<file path="config.mk">
export PLATFORM = sky130hd
export DESIGN_NAME = mmcr_regs
export DESIGN_NICKNAME = d
export VERILOG_FILES = /design/src/mmcr_pkg.sv /design/src/mmcr_regs.sv
export SDC_FILE = /design/constraint.sdc
export NUM_CORES = 1
export LEC_CHECK = 0
export ABC_CLOCK_PERIOD_IN_PS = 2000
export BUFFER_PORTS_ARGS = -buffer_cell sky130_fd_sc_hd__buf_2
export CORE_UTILIZATION = 45
export CTS_BUF_LIST = sky130_fd_sc_hd__clkbuf_8
export CTS_CLUSTER_SIZE = 40
export DETAILED_ROUTE_END_ITERATION = 10
export GPL_TIMING_DRIVEN = 0
export PLACE_DENSITY_LB_ADDON = 0.05
export SKIP_LAST_GASP = 1
export SYNTH_ARGS = -nofsm -noshare
export SYNTH_HDL_FRONTEND = slang
export SYNTH_SLANG_ARGS = --single-unit
export TNS_END_PERCENT = 100
</file>
<file path="constraint.sdc">
create_clock -name clk_i -period 2 [get_ports clk_i]
set_input_delay 0.4 -clock clk_i [delete_from_list [all_inputs] [get_ports clk_i]]
set_output_delay 0.4 -clock clk_i [all_outputs]
set_load 0.01 [all_outputs]
</file>
<file path="src/mmcr_pkg.sv">
// Purpose: Shared constants and types for the motion machine control register bank
// Assumes: Classic Wishbone slave, 32-bit data, one register per aligned word
// Notes: Register index times four gives the byte address
package mmcr_pkg;

    localparam int MMCR_MACHINES = 16;
    localparam int MMCR_ADDR_W = 10;

    // Register indices
    localparam logic [7:0] IDX_PAGE_SEL = 8'h02;
    localparam logic [7:0] IDX_STATUS_LOW = 8'h13;
    localparam logic [7:0] IDX_STATUS_HIGH = 8'h14;
    localparam logic [7:0] IDX_PAGE_ACCESS = 8'h17;
    localparam logic [7:0] IDX_BATCH_CFG = 8'h44;
    localparam logic [7:0] IDX_ENABLE_LOW = 8'h46;
    localparam logic [7:0] IDX_ENABLE_HIGH = 8'h47;
    localparam logic [7:0] IDX_COUNT_LOW = 8'h48;
    localparam logic [7:0] IDX_COUNT_HIGH = 8'h49;
    localparam logic [7:0] IDX_CLEAR_CTRL = 8'h4A;
    localparam logic [7:0] IDX_PAGE_DATA = 8'h50;
    localparam logic [7:0] IDX_IRQ_STATUS = 8'h60;
    localparam logic [7:0] IDX_IRQ_MASK = 8'h61;

    // Field positions
    localparam int PAGE_SEL_LSB = 0;
    localparam int PAGE_SEL_W = 4;
    localparam int BIT_LATCH_MODE = 7;
    localparam int BIT_PAGE_WRITE = 6;
    localparam int BIT_PAGE_READ = 5;
    localparam int BIT_BATCH_EN = 6;
    localparam int BIT_CLEAR_CMD = 0;
    localparam int BIT_CLEAR_DONE = 1;

    // Interrupt status bit layout
    localparam int IRQ_W = 4;
    localparam int IRQ_MACH_LOW = 0;
    localparam int IRQ_MACH_HIGH = 1;
    localparam int IRQ_CLEAR_DONE = 2;
    localparam int IRQ_BATCH = 3;

    // Reset values
    localparam logic [7:0] RST_BYTE = 8'h00;
    localparam logic [15:0] RST_COUNT = 16'h0000;
    localparam logic [IRQ_W-1:0] RST_IRQ = 4'h0;

    typedef enum logic [1:0] {
        LC_IDLE = 2'b00,
        LONG_COUNT_CLEAR_BIT = 2'b01,
        LC_DONE = 2'b11
    } mmcr_lc_state_t;

    typedef struct packed {
        logic [MMCR_MACHINES-1:0] machine_enable;
        logic step_count_batch_enable;
        logic embedded_irq_latch_mode;
        logic page_write_enable;
        logic page_read_enable;
        logic [PAGE_SEL_W-1:0] page_select;
    } mmcr_cfg_t;

    typedef struct packed {
        logic valid;
        logic [PAGE_SEL_W-1:0] page;
        logic [7:0] data;
    } mmcr_page_wr_t;

endpackage

</file>
<file path="src/mmcr_regs.sv">
// Purpose: Register bank for sixteen programmable motion state machines
// Assumes: Events, ticks and step values come from logic on clk_i
// Notes: Wishbone classic slave, byte address = register index * 4
`timescale 1ns/1ps
module mmcr_regs
    import mmcr_pkg::*;
#(
    parameter int MACHINES = MMCR_MACHINES
) (
    input wire logic clk_i,
    input wire logic rst_i,
    input wire logic wb_cyc_i,
    input wire logic wb_stb_i,
    input wire logic wb_we_i,
    input wire logic [MMCR_ADDR_W-1:0] wb_adr_i,
    input wire logic [3:0] wb_sel_i,
    input wire logic [31:0] wb_dat_i,
    output logic [31:0] wb_dat_o,
    output logic wb_ack_o,
    input wire logic [MACHINES-1:0] machine_event_i,
    input wire logic long_count_tick_i,
    input wire logic step_count_valid_i,
    input wire logic [15:0] step_count_i,
    input wire logic [7:0] page_rdata_i,
    output mmcr_cfg_t cfg_o,
    output mmcr_page_wr_t page_wr_o,
    output logic page_rd_o,
    output logic fifo_wr_o,
    output logic [15:0] fifo_data_o,
    output logic irq_o
);

    // Configuration registers
    logic [PAGE_SEL_W-1:0] page_select;
    logic embedded_irq_latch_mode;
    logic page_write_enable;
    logic page_read_enable;
    logic step_count_batch_enable;
    logic [7:0] machine_enable_low;
    logic [7:0] machine_enable_high;
    logic long_count_clear_cmd;
    logic long_count_clear_done;
    logic [15:0] long_count;
    logic [15:0] machine_status;
    mmcr_lc_state_t lc_state;
    logic [IRQ_W-1:0] irq_status;
    logic [IRQ_W-1:0] irq_mask;
    logic [IRQ_W-1:0] irq_event;
    logic [MACHINES-1:0] gated_event;
    logic [MACHINES-1:0] status_rd_clr;
    logic [MACHINES-1:0] machine_enable;
    logic clear_active;
    logic irq_pending;

    // Bus decode
    logic bus_req;
    logic wr_stb;
    logic rd_stb;
    logic [7:0] reg_idx;
    logic [7:0] wr_byte;
    logic [31:0] next_rdata;

    function automatic logic hit(input logic [7:0] idx, input logic [7:0] target);
        hit = (idx == target);
    endfunction

    // One access per request; ack drops in the cycle after it rose
    assign bus_req = wb_cyc_i && wb_stb_i && !wb_ack_o;
    assign wr_stb = bus_req && wb_we_i && wb_sel_i[0];
    assign rd_stb = bus_req && !wb_we_i;
    // Indices past the map land on an unused slot and read zero
    assign reg_idx = (wb_adr_i[MMCR_ADDR_W-1:2] < 256) ? 8'(wb_adr_i[MMCR_ADDR_W-1:2]) : 8'hFF;
    assign wr_byte = wb_dat_i[7:0];

    always_ff @(posedge clk_i) begin
        if (rst_i) begin
            wb_ack_o <= 1'b0;
        end else begin
            wb_ack_o <= bus_req;
        end
    end

    // Page selector and access control
    always_ff @(posedge clk_i) begin
        if (rst_i) begin
            page_select <= RST_BYTE[PAGE_SEL_W-1:0];
        end else if (wr_stb && hit(reg_idx, IDX_PAGE_SEL)) begin
            page_select <= wr_byte[PAGE_SEL_LSB +: PAGE_SEL_W];
        end
    end

    always_ff @(posedge clk_i) begin
        if (rst_i) begin
            embedded_irq_latch_mode <= 1'b0;
            page_write_enable <= 1'b0;
            page_read_enable <= 1'b0;
        end else if (wr_stb && hit(reg_idx, IDX_PAGE_ACCESS)) begin
            // Reserved low bits are not stored
            embedded_irq_latch_mode <= wr_byte[BIT_LATCH_MODE];
            page_write_enable <= wr_byte[BIT_PAGE_WRITE];
            page_read_enable <= wr_byte[BIT_PAGE_READ];
        end
    end

    // Batching configuration
    always_ff @(posedge clk_i) begin
        if (rst_i) begin
            step_count_batch_enable <= 1'b0;
        end else if (wr_stb && hit(reg_idx, IDX_BATCH_CFG)) begin
            step_count_batch_enable <= wr_byte[BIT_BATCH_EN];
        end
    end

    always_ff @(posedge clk_i) begin
        if (rst_i) begin
            fifo_wr_o <= 1'b0;
            fifo_data_o <= RST_COUNT;
        end else begin
            fifo_wr_o <= step_count_batch_enable && step_count_valid_i;
            if (step_count_batch_enable && step_count_valid_i) begin
                fifo_data_o <= step_count_i;
            end
        end
    end

    // Machine enables
    always_ff @(posedge clk_i) begin
        if (rst_i) begin
            machine_enable_low <= RST_BYTE;
            machine_enable_high <= RST_BYTE;
        end else if (wr_stb) begin
            if (hit(reg_idx, IDX_ENABLE_LOW)) begin
                machine_enable_low <= wr_byte;
            end
            if (hit(reg_idx, IDX_ENABLE_HIGH)) begin
                machine_enable_high <= wr_byte;
            end
        end
    end

    // Disabled machines cannot raise status
    assign machine_enable = MACHINES'({machine_enable_high, machine_enable_low});
    assign gated_event = machine_event_i & machine_enable;

    // Status bits: read of a byte clears its latched bits, a new event wins
    generate
        for (genvar g = 0; g < MACHINES; g++) begin : g_status
            assign status_rd_clr[g] = rd_stb && hit(reg_idx, (g < 8) ? IDX_STATUS_LOW : IDX_STATUS_HIGH);
            always_ff @(posedge clk_i) begin
                if (rst_i) begin
                    machine_status[g] <= 1'b0;
                end else if (!embedded_irq_latch_mode) begin
                    machine_status[g] <= gated_event[g];
                end else if (gated_event[g]) begin
                    machine_status[g] <= 1'b1;
                end else if (status_rd_clr[g]) begin
                    machine_status[g] <= 1'b0;
                end
            end
        end
    endgenerate

    // Long counter clear sequence
    // Done rises at the same edge as the zeroing, never before it
    assign clear_active = (lc_state == LONG_COUNT_CLEAR_BIT);

    always_ff @(posedge clk_i) begin
        if (rst_i) begin
            lc_state <= LC_IDLE;
        end else begin
            unique case (lc_state)
                LC_IDLE: begin
                    if (long_count_clear_cmd) begin
                        lc_state <= LONG_COUNT_CLEAR_BIT;
                    end
                end
                LONG_COUNT_CLEAR_BIT: begin
                    lc_state <= LC_DONE;
                end
                LC_DONE: begin
                    if (long_count_clear_cmd) begin
                        lc_state <= LONG_COUNT_CLEAR_BIT;
                    end
                end
                default: begin
                    lc_state <= LC_IDLE;
                end
            endcase
        end
    end

    always_ff @(posedge clk_i) begin
        if (rst_i) begin
            long_count_clear_cmd <= 1'b0;
        end else if (wr_stb && hit(reg_idx, IDX_CLEAR_CTRL)) begin
            long_count_clear_cmd <= wr_byte[BIT_CLEAR_CMD];
        end else if (long_count_clear_cmd) begin
            // Command is consumed in one cycle
            long_count_clear_cmd <= 1'b0;
        end
    end

    always_ff @(posedge clk_i) begin
        if (rst_i) begin
            long_count_clear_done <= 1'b0;
        end else if (clear_active) begin
            long_count_clear_done <= 1'b1;
        end else if (long_count_clear_cmd) begin
            // A fresh command hides the stale done flag
            long_count_clear_done <= 1'b0;
        end
    end

    always_ff @(posedge clk_i) begin
        if (rst_i) begin
            long_count <= RST_COUNT;
        end else if (clear_active) begin
            long_count <= RST_COUNT;
        end else if (wr_stb && hit(reg_idx, IDX_COUNT_LOW)) begin
            long_count[7:0] <= wr_byte;
        end else if (wr_stb && hit(reg_idx, IDX_COUNT_HIGH)) begin
            long_count[15:8] <= wr_byte;
        end else if (long_count_tick_i) begin
            long_count <= long_count + 16'h0001;
        end
    end

    // Advanced-feature page window
    always_ff @(posedge clk_i) begin
        if (rst_i) begin
            page_wr_o <= '0;
            page_rd_o <= 1'b0;
        end else begin
            page_wr_o.valid <= wr_stb && hit(reg_idx, IDX_PAGE_DATA) && page_write_enable;
            page_wr_o.page <= page_select;
            page_wr_o.data <= wr_byte;
            page_rd_o <= rd_stb && hit(reg_idx, IDX_PAGE_DATA) && page_read_enable;
        end
    end

    // Interrupt status, mask and line
    assign irq_event[IRQ_MACH_LOW] = |gated_event[7:0];
    assign irq_event[IRQ_MACH_HIGH] = |gated_event[MACHINES-1:8];
    assign irq_event[IRQ_CLEAR_DONE] = clear_active;
    assign irq_event[IRQ_BATCH] = step_count_batch_enable && step_count_valid_i;

    always_ff @(posedge clk_i) begin
        if (rst_i) begin
            irq_status <= RST_IRQ;
        end else if (rd_stb && hit(reg_idx, IDX_IRQ_STATUS)) begin
            // New events in the read cycle survive the clear
            irq_status <= irq_event;
        end else begin
            irq_status <= irq_status | irq_event;
        end
    end

    // Mask gates only the line; status still records every event
    always_ff @(posedge clk_i) begin
        if (rst_i) begin
            irq_mask <= RST_IRQ;
        end else if (wr_stb && hit(reg_idx, IDX_IRQ_MASK)) begin
            irq_mask <= wr_byte[IRQ_W-1:0];
        end
    end

    // Registered line lags the status bit by one cycle
    assign irq_pending = |(irq_status & irq_mask);

    always_ff @(posedge clk_i) begin
        if (rst_i) begin
            irq_o <= 1'b0;
        end else begin
            irq_o <= irq_pending;
        end
    end

    // Configuration out
    always_ff @(posedge clk_i) begin
        if (rst_i) begin
            cfg_o <= '0;
        end else begin
            cfg_o.machine_enable <= {machine_enable_high, machine_enable_low};
            cfg_o.step_count_batch_enable <= step_count_batch_enable;
            cfg_o.embedded_irq_latch_mode <= embedded_irq_latch_mode;
            cfg_o.page_write_enable <= page_write_enable;
            cfg_o.page_read_enable <= page_read_enable;
            cfg_o.page_select <= page_select;
        end
    end

    // Read mux
    always_comb begin
        next_rdata = 32'h0000_0000;
        unique case (1'b1)
            hit(reg_idx, IDX_PAGE_SEL): begin
                next_rdata[PAGE_SEL_LSB +: PAGE_SEL_W] = page_select;
            end
            hit(reg_idx, IDX_STATUS_LOW): begin
                next_rdata[7:0] = machine_status[7:0];
            end
            hit(reg_idx, IDX_STATUS_HIGH): begin
                next_rdata[7:0] = machine_status[15:8];
            end
            hit(reg_idx, IDX_PAGE_ACCESS): begin
                next_rdata[BIT_LATCH_MODE] = embedded_irq_latch_mode;
                next_rdata[BIT_PAGE_WRITE] = page_write_enable;
                next_rdata[BIT_PAGE_READ] = page_read_enable;
            end
            hit(reg_idx, IDX_BATCH_CFG): begin
                next_rdata[BIT_BATCH_EN] = step_count_batch_enable;
            end
            hit(reg_idx, IDX_ENABLE_LOW): begin
                next_rdata[7:0] = machine_enable_low;
            end
            hit(reg_idx, IDX_ENABLE_HIGH): begin
                next_rdata[7:0] = machine_enable_high;
            end
            hit(reg_idx, IDX_COUNT_LOW): begin
                next_rdata[7:0] = long_count[7:0];
            end
            hit(reg_idx, IDX_COUNT_HIGH): begin
                next_rdata[7:0] = long_count[15:8];
            end
            hit(reg_idx, IDX_CLEAR_CTRL): begin
                next_rdata[BIT_CLEAR_CMD] = long_count_clear_cmd;
                next_rdata[BIT_CLEAR_DONE] = long_count_clear_done;
            end
            hit(reg_idx, IDX_PAGE_DATA): begin
                // Disabled reads return zero
                next_rdata[7:0] = page_read_enable ? page_rdata_i : 8'h00;
            end
            hit(reg_idx, IDX_IRQ_STATUS): begin
                next_rdata[IRQ_W-1:0] = irq_status;
            end
            hit(reg_idx, IDX_IRQ_MASK): begin
                next_rdata[IRQ_W-1:0] = irq_mask;
            end
            default: begin
                next_rdata = 32'h0000_0000;
            end
        endcase
    end

    // Zero outside ack keeps stale reads off the bus
    always_ff @(posedge clk_i) begin
        if (rst_i) begin
            wb_dat_o <= 32'h0000_0000;
        end else if (rd_stb) begin
            wb_dat_o <= next_rdata;
        end else begin
            wb_dat_o <= 32'h0000_0000;
        end
    end

endmodule

</file>
* Word level (Yosys, flattened, before mapping) *
Cells that the tools add are included.

storage, ports and cells
  bits in registers = 153
  bits of input ports = 93
  logic and storage cells = 172

operators by class
  $add $sub $neg = 1
  equal/unequal tests = 33
  mux-type cells = 50
  bitwise gates (word level) = 6
  reduce and logical (&&, ||, !) cells = 37

operators by type and width
  operator                                                                  count
  8-bit by 7-bit == test with 1-bit output (second input constant)          9
  3-bit by 1-bit inequality test with 1-bit output (second input constant)  16
  1-bit two-way mux                                                         36
  8-bit two-way mux                                                         4
  8-bit by 5-bit == test with 1-bit output (second input constant)          3
  2-bit one-hot mux with 11 select lines                                    1
  1-bit logical AND                                                         20
  2-bit one-hot mux with 10 select lines                                    1
  16-bit by 1-bit adder with 16-bit output (second input constant)          1
  16-bit bitwise AND                                                        1
  16-bit two-way mux                                                        1
  1-bit one-hot mux with 8 select lines                                     2
  8-bit OR reduction                                                        2
  1-bit one-hot mux with 9 select lines                                     1
  8-bit by 2-bit == test with 1-bit output (second input constant)          1
  2-bit AND reduction                                                       4
  2-bit OR reduction                                                        4
  1-bit one-hot mux with 7 select lines                                     1
  2-bit nonzero test                                                        3
  4-bit bitwise AND                                                         1
  4-bit two-way mux                                                         1
  4-bit bitwise OR                                                          1
  2-bit one-hot mux with 2 select lines                                     1
  4-bit OR reduction                                                        1
  other kinds (8)                                                           11

* Depth between registers and ports, before layout *
Gate-level depths: netlist (run 1).

  word-level depth = 7
  gate-level depth with buffers = 8

* Worst setup path before layout (run 1) *
Ideal clock, no wire load.

  path type = input -> register
  start point = in wb_adr_i[6]
  end point = reg long_count[11]
  library setup time = 0.086 ns
  data arrival time = 1.892 ns
  data required time = 1.914 ns
  setup slack = 0.023 ns
  stages on the path = 7
  path buffers = 2
  cells stage by stage = buf_4 > or4b_4 > or2_1 > buf_6 > o211ai_1 > xor2_1 > a211oi_1

between the ends
  longest elaborated chain between the ends = 4
  elaborated cells on any way between the ends = 8
  those cells by class = eq/ne (2); mux (1); bitwise (1); reduce/logical (4)

ends and longest elaborated chain
  what                                                              line                                source
  start, declared                                                   mmcr_regs.sv:15                     input wire logic [MMCR_ADDR_W-1:0] wb_adr_i,
  8-bit by 7-bit == test with 1-bit output                          mmcr_regs.sv:64                     hit = (idx == target);
  1-bit logical AND (on tied branches)                              mmcr_regs.sv:221, mmcr_regs.sv:219
  2-bit nonzero test (no source line) or 1-bit NOT (tied branches)  --
  2-bit AND reduction (no source line)                              --
  end signal, assigned                                              mmcr_regs.sv:222                    long_count[15:8] <= wr_byte;
  end signal, assigned                                              mmcr_regs.sv:224                    long_count <= long_count + 16'h0001;
  end, declared                                                     mmcr_regs.sv:43                     logic [15:0] long_count;

Several ways; a longest one is shown, not always the timed one.
A chain may end at the register's enable or synchronous reset.

* Worst setup path in the final report (run 1) *
  start point = in wb_adr_i[3]
  end point = reg wb_dat_o[1]

between the ends
  longest elaborated chain between the ends = 2
  elaborated cells on any way between the ends = 12
  those cells by class = eq/ne (11); mux (1)

ends and longest elaborated chain
  what                                                                    line              source
  8-bit by 7-bit == test with 1-bit output, or another cell as far along  mmcr_regs.sv:64
  2-bit one-hot mux with 11 select lines (*)                              mmcr_regs.sv:295  unique case (1'b1)
  end signal, assigned                                                    mmcr_regs.sv:350  wb_dat_o <= next_rdata;
  end, declared                                                           mmcr_regs.sv:18   output logic [31:0] wb_dat_o,

Every way passes the cells marked *; elsewhere a longest branch is shown, timed or not.

==> impl_results.md, run 1 <==
* Status: complete, no violations
* Pwr dens at 793 mW/mm^2
* Worst path max stage delay at 0.69 ns
* Tmin final at 1.94 ns
* Htree depth at 4
* Commonest non-fill, non-tap cells in the layout: buf_2, dfxtp_1, nand2_1
* Hold depth at 3
* Dominant synthesized flop cell: dfxtp_1
* Routed wire length at 18.1 mm
* Vias in the first global route at 4885
* DR iter-0 viols at 425
* Antenna Violating Nets Remaining at 0
* Most common cell after layout, fill and taps aside: buf_2
* Library cells used by synthesis at 64
* Post-route clock period utilization at 0.969
* First-pass iteration count of the detailed router at 6
* Die H at 114 um
* Largest net degree at the start of global routing at 17
* Initial Utilization at 0.467
* Cts bufs inserted at 17
* RSZ-0062 raised after global routing: yes
* Post-Syn Area per Cell at 8.82 sq um
* CP max stage cell: or4b_2
* Worst slew pin tran at 0.676 ns
* Layout area overhead at 24.6%
* Die Footprint at 0.0130 sq mm
* Startpoint Class: input pin
* Max transition margin at 0.549
* Final count of hold timing violations at 0
* FP Rows at 40
* Register bit total from synthesis at 129
* Detailed-route via count at 5351
* WP depth at 6
* Clock sink total at 129
* Residual DRC at 0
* CP endpoint kind: register
* Yosys warnings at 0
* DR WL/cell at 18.3 um
* Core area at 0.0121 sq mm
* Post-synth top area share at 0.457
* Diodes inserted at 0
* Final setup fails at 0
* Drt via density at 5.42
* Asr flop ratio synth at 0
* Seq/Total Area, Yosys at 0.457
* Root buffer cell: clkbuf_8
* Final GP Congestion at 0.907
* Clk Latency, worst-skew pair at 0.44 ns
* Final Util at 0.582
* GRT overflow at 0
* Die width at 114 um
* TritonCTS clock tree: yes
* Dpl hpwl at 13.6 mm
* Arr. time, crit path at 2.30 ns
* Post-Syn Area at 0.00565 sq mm
* Required time worst endpoint at 2.37 ns
* Inst Count DP at 957
* Synth area leader: dfxtp_1
* First-pass GRT wire length at 27.0 mm
* Setup Skew at 0.00821 ns
* Largest fanout on the critical path at 10
* Final instance area at 0.00704 sq mm
* Static leakage at 2.88 nW
* Initial antenna violation count at 0
* Area after DPL at 0.00657 sq mm
* Hold WC Path Type: in -> reg
* Clock buffer depth at 2
* Finished Layout Cells at 988
* Worst-path cell chain: buf_2 > buf_6 > or4b_2 > a2111oi_0 > a221oi_1 > a31oi_1
* Buffers and inverters on the worst path at 2
* Max Cap Viol at 0
* CTS clk-pin slew, worst paths at 0.07 ns
* WS Path Type: in -> reg
* IO Pins at 182
* Fin Setup TNS at 0 ns
* # port buffers at 125
* Layout cells sized above 1 at 0.265
* Fin nets at 905
* Synth Instances at 641
* Number of flops mapped to enable cells by yosys at 0
* Fmax at 516 MHz
* Largest cells by area after synthesis: dfxtp_1, nand2_1, a21oi_1, mux2i_1, buf_4
* Max VDD drop at 0.407 mV
* Tot GR Track Use at 0.284
* Top delay family on crit path: compound AO/OA/AOI/OAI gates
* Worst R2R Path Depth at 5
* Max-slew violations at 0
[synthesized netlist by cell type (3+ instances only)]
cell         n
a31oi_1      9
and2_1       9
and4_1       6
nand3b_1     3
a221oi_1     5
buf_6        3
mux2i_1     27
clkbuf_1    17
o2111ai_1    3
nand4_1     13
xnor2_1      3
buf_1        4
a222oi_1     4
nor2_1      53
mux2_2       3
buf_2        8
nor2b_1     35
inv_1        4
nor3_1       4
a32o_1       3
nand2_1     94
ha_1         3
a32oi_1      3
and3_1       9
a22oi_1      7
a21oi_1     57
xor2_1       8
o21ai_0     15
a211oi_1     9
buf_4       32
nor4b_1      5
nand3_1     16
dfxtp_1    129
[what timing repair did]
| action | in CTS | in global routing |
|---|---|---|
| buffers inserted | 0 | 1 |
| setup endpoints to repair | 0 | 37 |
| gates resized for setup | 0 | 11 |
| endpoints found under the hold margin | 0 | 0 |
| hold buffers | 0 | 0 |
[metrics by stage]
stage,setup WS (ns),hold WS [ns],total power [mW]
after floorplan,0.0227,0.436,3.02
after global placement,-0.524,0.441,3.21
after detailed placement,-0.427,0.450,3.22
after CTS,0.0145,0.164,5.60
after global routing,-0.0114,0.179,5.81
final,0.0615,0.189,5.58
[final timing paths]
check	from	endpoint	slack, ns
worst max-delay path	wb_adr_i[3]	wb_dat_o[1]$_SDFF_PP0_	0.06
worst min-delay path	step_count_i[7]	fifo_data_o[7]$_SDFFE_PP0P_	0.19
worst max register to register	long_count[2]$_SDFFE_PP0P_	long_count[15]$_SDFFE_PP0P_	0.15
worst min register to register	fifo_data_o[1]$_SDFFE_PP0P_	fifo_data_o[1]$_SDFFE_PP0P_	0.46
[area by class of cell]
cell class              instances  area, sq um
plain buffers                  65          400
clock buffers                  19          262
well taps                     168          210
repair buffers                126          633
clock inverters                11          165
flip-flops and latches        129         2580
fillers                      1190         5070
inverters                       4         15.0
multi-input cells             466         2780
[per-layer routing]
layer,vias up,GRT usage,share of wire
met3,44,0.0529,0.077
met2,256,0.453,0.46
met1,2494,0.367,0.43
li1,2557,-,-
met5,-,0,0
met4,0,0.144,0.033
[registers in the layout, summed over array words and instances (netlist names)]
register                 cells
irq_status                   4
irq_mask                     4
long_count_clear_done        1
long_count                  16
long_count_clear_cmd         1
page_read_enable             1
page_select                  4
machine_status              16
cfg_o                       24
wb_ack_o                     1
lc_state                     2
step_count_batch_enable      1
page_write_enable            1
irq_o                        1
fifo_data_o                 16
machine_enable_high          8
page_wr_o                    9
wb_dat_o                     8
embedded_irq_latch_mode      1
machine_enable_low           8
fifo_wr_o                    1
page_rd_o                    1
[cells by family (layout without fill, tap and decap cells)]
logic type | Yosys count | count (layout) | share of synthesized area
AO/OA/AOI/OAI | 132 | 132 | 0.149
XOR/XNOR | 11 | 11 | 0.0170
adder cells (fa/ha/maj) | 3 | 3 | 0.00664
buffers and inverters | 69 | 225 | 0.0731
flip-flops | 129 | 129 | 0.457
multiplexers | 30 | 30 | 0.0538
other | 1 | 24 | 0.000664
AND/OR/NAND/NOR | 266 | 266 | 0.243
[worst min-delay path, stage by stage]
cell	delay, ns
buf_2	0.09
nand2_1	0.04
a21oi_1	0.05
[power by group]
group / internal [mW] / leakage [nW] / switching [mW]
sequential: 2.62 / 1.04 / 0.0544
clock: 1.40 / 0.216 / 1.00
combinational: 0.195 / 1.62 / 0.312
total: 4.22 / 2.88 / 1.37
(Power assumes the default switching activity.)
==> inputs of run 2 (changes only) <==
--- a/config.mk
+++ b/config.mk
@@ -5,9 +5,9 @@
 export SDC_FILE = /design/constraint.sdc
 export NUM_CORES = 1
 export LEC_CHECK = 0
-export ABC_CLOCK_PERIOD_IN_PS = 2000
+export ABC_CLOCK_PERIOD_IN_PS = 2300
 export BUFFER_PORTS_ARGS = -buffer_cell sky130_fd_sc_hd__buf_2
-export CORE_UTILIZATION = 45
+export CORE_UTILIZATION = 57
 export CTS_BUF_LIST = sky130_fd_sc_hd__clkbuf_8
 export CTS_CLUSTER_SIZE = 40
 export DETAILED_ROUTE_END_ITERATION = 10
==> constraint.sdc (replaced) <==
create_clock -name clk_i -period 2.3 [get_ports clk_i]
set_input_delay 0.46 -clock clk_i [delete_from_list [all_inputs] [get_ports clk_i]]
set_output_delay 0.46 -clock clk_i [all_outputs]
set_load 0.01 [all_outputs]
==> impl_results.md, run 2 (same netlist as run 1, synthesis figures left out) <==
* Root buffer cell: clkbuf_8 (unchanged)
* Cts-stage hold buffer count at 0 (unchanged)
* GR peak layer: met2 (unchanged)
* Residual DRC at 0 (unchanged)
* Setup ws final at 0.148 ns (was 0.0615 ns)
* Total Power at 4.95 mW (was 5.58 mW)
* Detailed-route via count at 5586 (was 5351)
* # port buffers at 125 (unchanged)
* CP endpoint kind: register (unchanged)
* Cts bufs inserted at 17 (unchanged)
* Setup Skew at 0.00806 ns (was 0.00821 ns)
* Worst path max stage delay at 0.70 ns (was 0.69 ns)
* Final setup fails at 0 (unchanged)
* Max Cap Viol at 0 (unchanged)
* Buffers and inverters on the worst path at 2 (unchanged)
* Initial antenna violation count at 0 (unchanged)
* M2 GR Usage at 0.577 (was 0.453)
* Dpl hpwl at 13.3 mm (was 13.6 mm)
* Max-slew violations at 0 (unchanged)
* Initial Utilization at 0.600 (was 0.467)
* Commonest non-fill, non-tap cells in the layout: buf_2, dfxtp_1, nand2_1 (unchanged)
* Max transition margin at 0.426 (was 0.549)
* First-pass iteration count of the detailed router at 5 (was 6)
* CTS clk-pin slew, worst paths at 0.08 ns (was 0.07 ns)
* Layout cells sized above 1 at 0.256 (was 0.265)
* Pwr dens at 710 mW/mm^2 (was 793 mW/mm^2)
* Hold WC Path Type: in -> reg (unchanged)
* Max VDD drop at 0.512 mV (was 0.407 mV)
* Hold WS at 0.250 ns (was 0.189 ns)
* CP max stage cell: a2111oi_0 (was or4b_2)
* Vias in the first global route at 5177 (was 4885)
* Die H at 102 um (was 114 um)
* WS Path Type: in -> reg (unchanged)
* DR iter-0 viols at 392 (was 425)
* IO Pins at 182 (unchanged)
* Routed wire length at 18.1 mm (about the same)
* Tot GR Track Use at 0.363 (was 0.284)
* GR met3 Demand/Resource at 0.0835 (was 0.0529)
* Fin Setup TNS at 0 ns (unchanged)
* Final count of hold timing violations at 0 (unchanged)
* Layout area overhead at 23.3% (was 24.6%)
* Die Footprint at 0.0103 sq mm (was 0.0130 sq mm)
* Max reg flops at 24 (unchanged)
* DR WL/cell at 19.1 um (was 18.3 um)
* Final GP Congestion at 0.941 (was 0.907)
* Core area at 0.00942 sq mm (was 0.0121 sq mm)
* Die width at 102 um (was 114 um)
* Biggest register: cfg_o (unchanged)
* FP Rows at 35 (was 40)
* Multi-input gate area at 0.00274 sq mm (was 0.00278 sq mm)
* Clk Latency, worst-skew pair at 0.44 ns (about the same)
* Fin nets at 904 (was 905)
* Clock buffer depth at 2 (unchanged)
* Arr. time, crit path at 2.52 ns (was 2.30 ns)
* Top delay family on crit path: compound AO/OA/AOI/OAI gates (unchanged)
* Required time worst endpoint at 2.66 ns (was 2.37 ns)
* First-pass GRT wire length at 27.5 mm (was 27.0 mm)
* Inst Count DP at 918 (was 957)
* Most common cell after layout, fill and taps aside: buf_2 (unchanged)
* Sequential cell area at 0.00258 sq mm (unchanged)
* Static leakage at 2.86 nW (was 2.88 nW)
* Final instance area at 0.00697 sq mm (was 0.00704 sq mm)
* Layout fillers at 710 (was 1190)
* Postcts setup bufs at 0 (unchanged)
* RSZ-0062 raised after global routing: no (was yes)
* Htree depth at 4 (unchanged)
* Post-cts resize count at 0 (unchanged)
* Status: complete, no violations (unchanged)
* Antenna Violating Nets Remaining at 0 (unchanged)
* Dpl ws at -0.193 ns (was -0.427 ns)
* Drt via density at 5.88 (was 5.42)
* Worst-path cell chain: buf_2 > buf_6 > or4b_2 > a2111oi_0 > a221oi_1 > a31oi_1 (unchanged)
* Final Util at 0.740 (was 0.582)
* Largest fanout on the critical path at 10 (unchanged)
* TritonCTS clock tree: yes (unchanged)
* GRT overflow at 0 (unchanged)
* Worst slew pin tran at 0.840 ns (was 0.676 ns)
* Clock sink total at 129 (unchanged)
* Finished Layout Cells at 950 (was 988)
* Met1 GRT Util at 0.451 (was 0.367)
* Startpoint Class: input pin (unchanged)
* Largest net degree at the start of global routing at 17 (unchanged)
* Tmin final at 2.15 ns
* Post-route clock period utilization at 0.935
* Area after DPL at 0.00653 sq mm (was 0.00657 sq mm)
* Fmax at 465 MHz
==> run 2: metal layers <==
| layer | up-vias | routed length [um] | share of wire |
|---|---|---|---|
| li1 | 2565 | - | - |
| met3 | 76 | 1660 | 0.091 |
| met2 | 360 | 8310 | 0.46 |
| met5 | - | 0 | 0 |
| met4 | 0 | 877 | 0.048 |
| met1 | 2585 | 7290 | 0.40 |
==> run 2: tightest hold or removal path: stages <==
cell	delay, ns
buf_2	0.10
nand2_1	0.05
a21oi_1	0.05
==> run 2: power by group <==
group	switching, mW	internal, mW	total, mW
registers	0.0494	2.28	2.33
logic	0.273	0.169	0.442
clock network	0.983	1.20	2.18
total	1.31	3.64	4.95
==> run 2: layout make-up <==
cell class / count / area share
multi-input cells: 466 / 0.394
flip-flops and latches: 129 / 0.371
repair buffers: 125 / 0.0898
plain buffers: 65 / 0.0571
clock buffers: 17 / 0.0336
clock inverters: 14 / 0.0295
well taps: 129 / 0.0232
inverters: 4 / 0.00216
diodes: 1 / 0.000359
==> run 2: path summary, 6_finish.rpt <==
check,startpoint,endpoint,slack [ns],cells after the start
hold reg to reg,fifo_data_o[12]$_SDFFE_PP0P_,fifo_data_o[12]$_SDFFE_PP0P_,0.45,2
setup / recovery,wb_adr_i[3],wb_dat_o[1]$_SDFF_PP0_,0.15,6
setup reg to reg,long_count[4]$_SDFFE_PP0P_,long_count[11]$_SDFFE_PP0P_,0.28,5
hold / removal,step_count_i[0],fifo_data_o[0]$_SDFFE_PP0P_,0.25,3
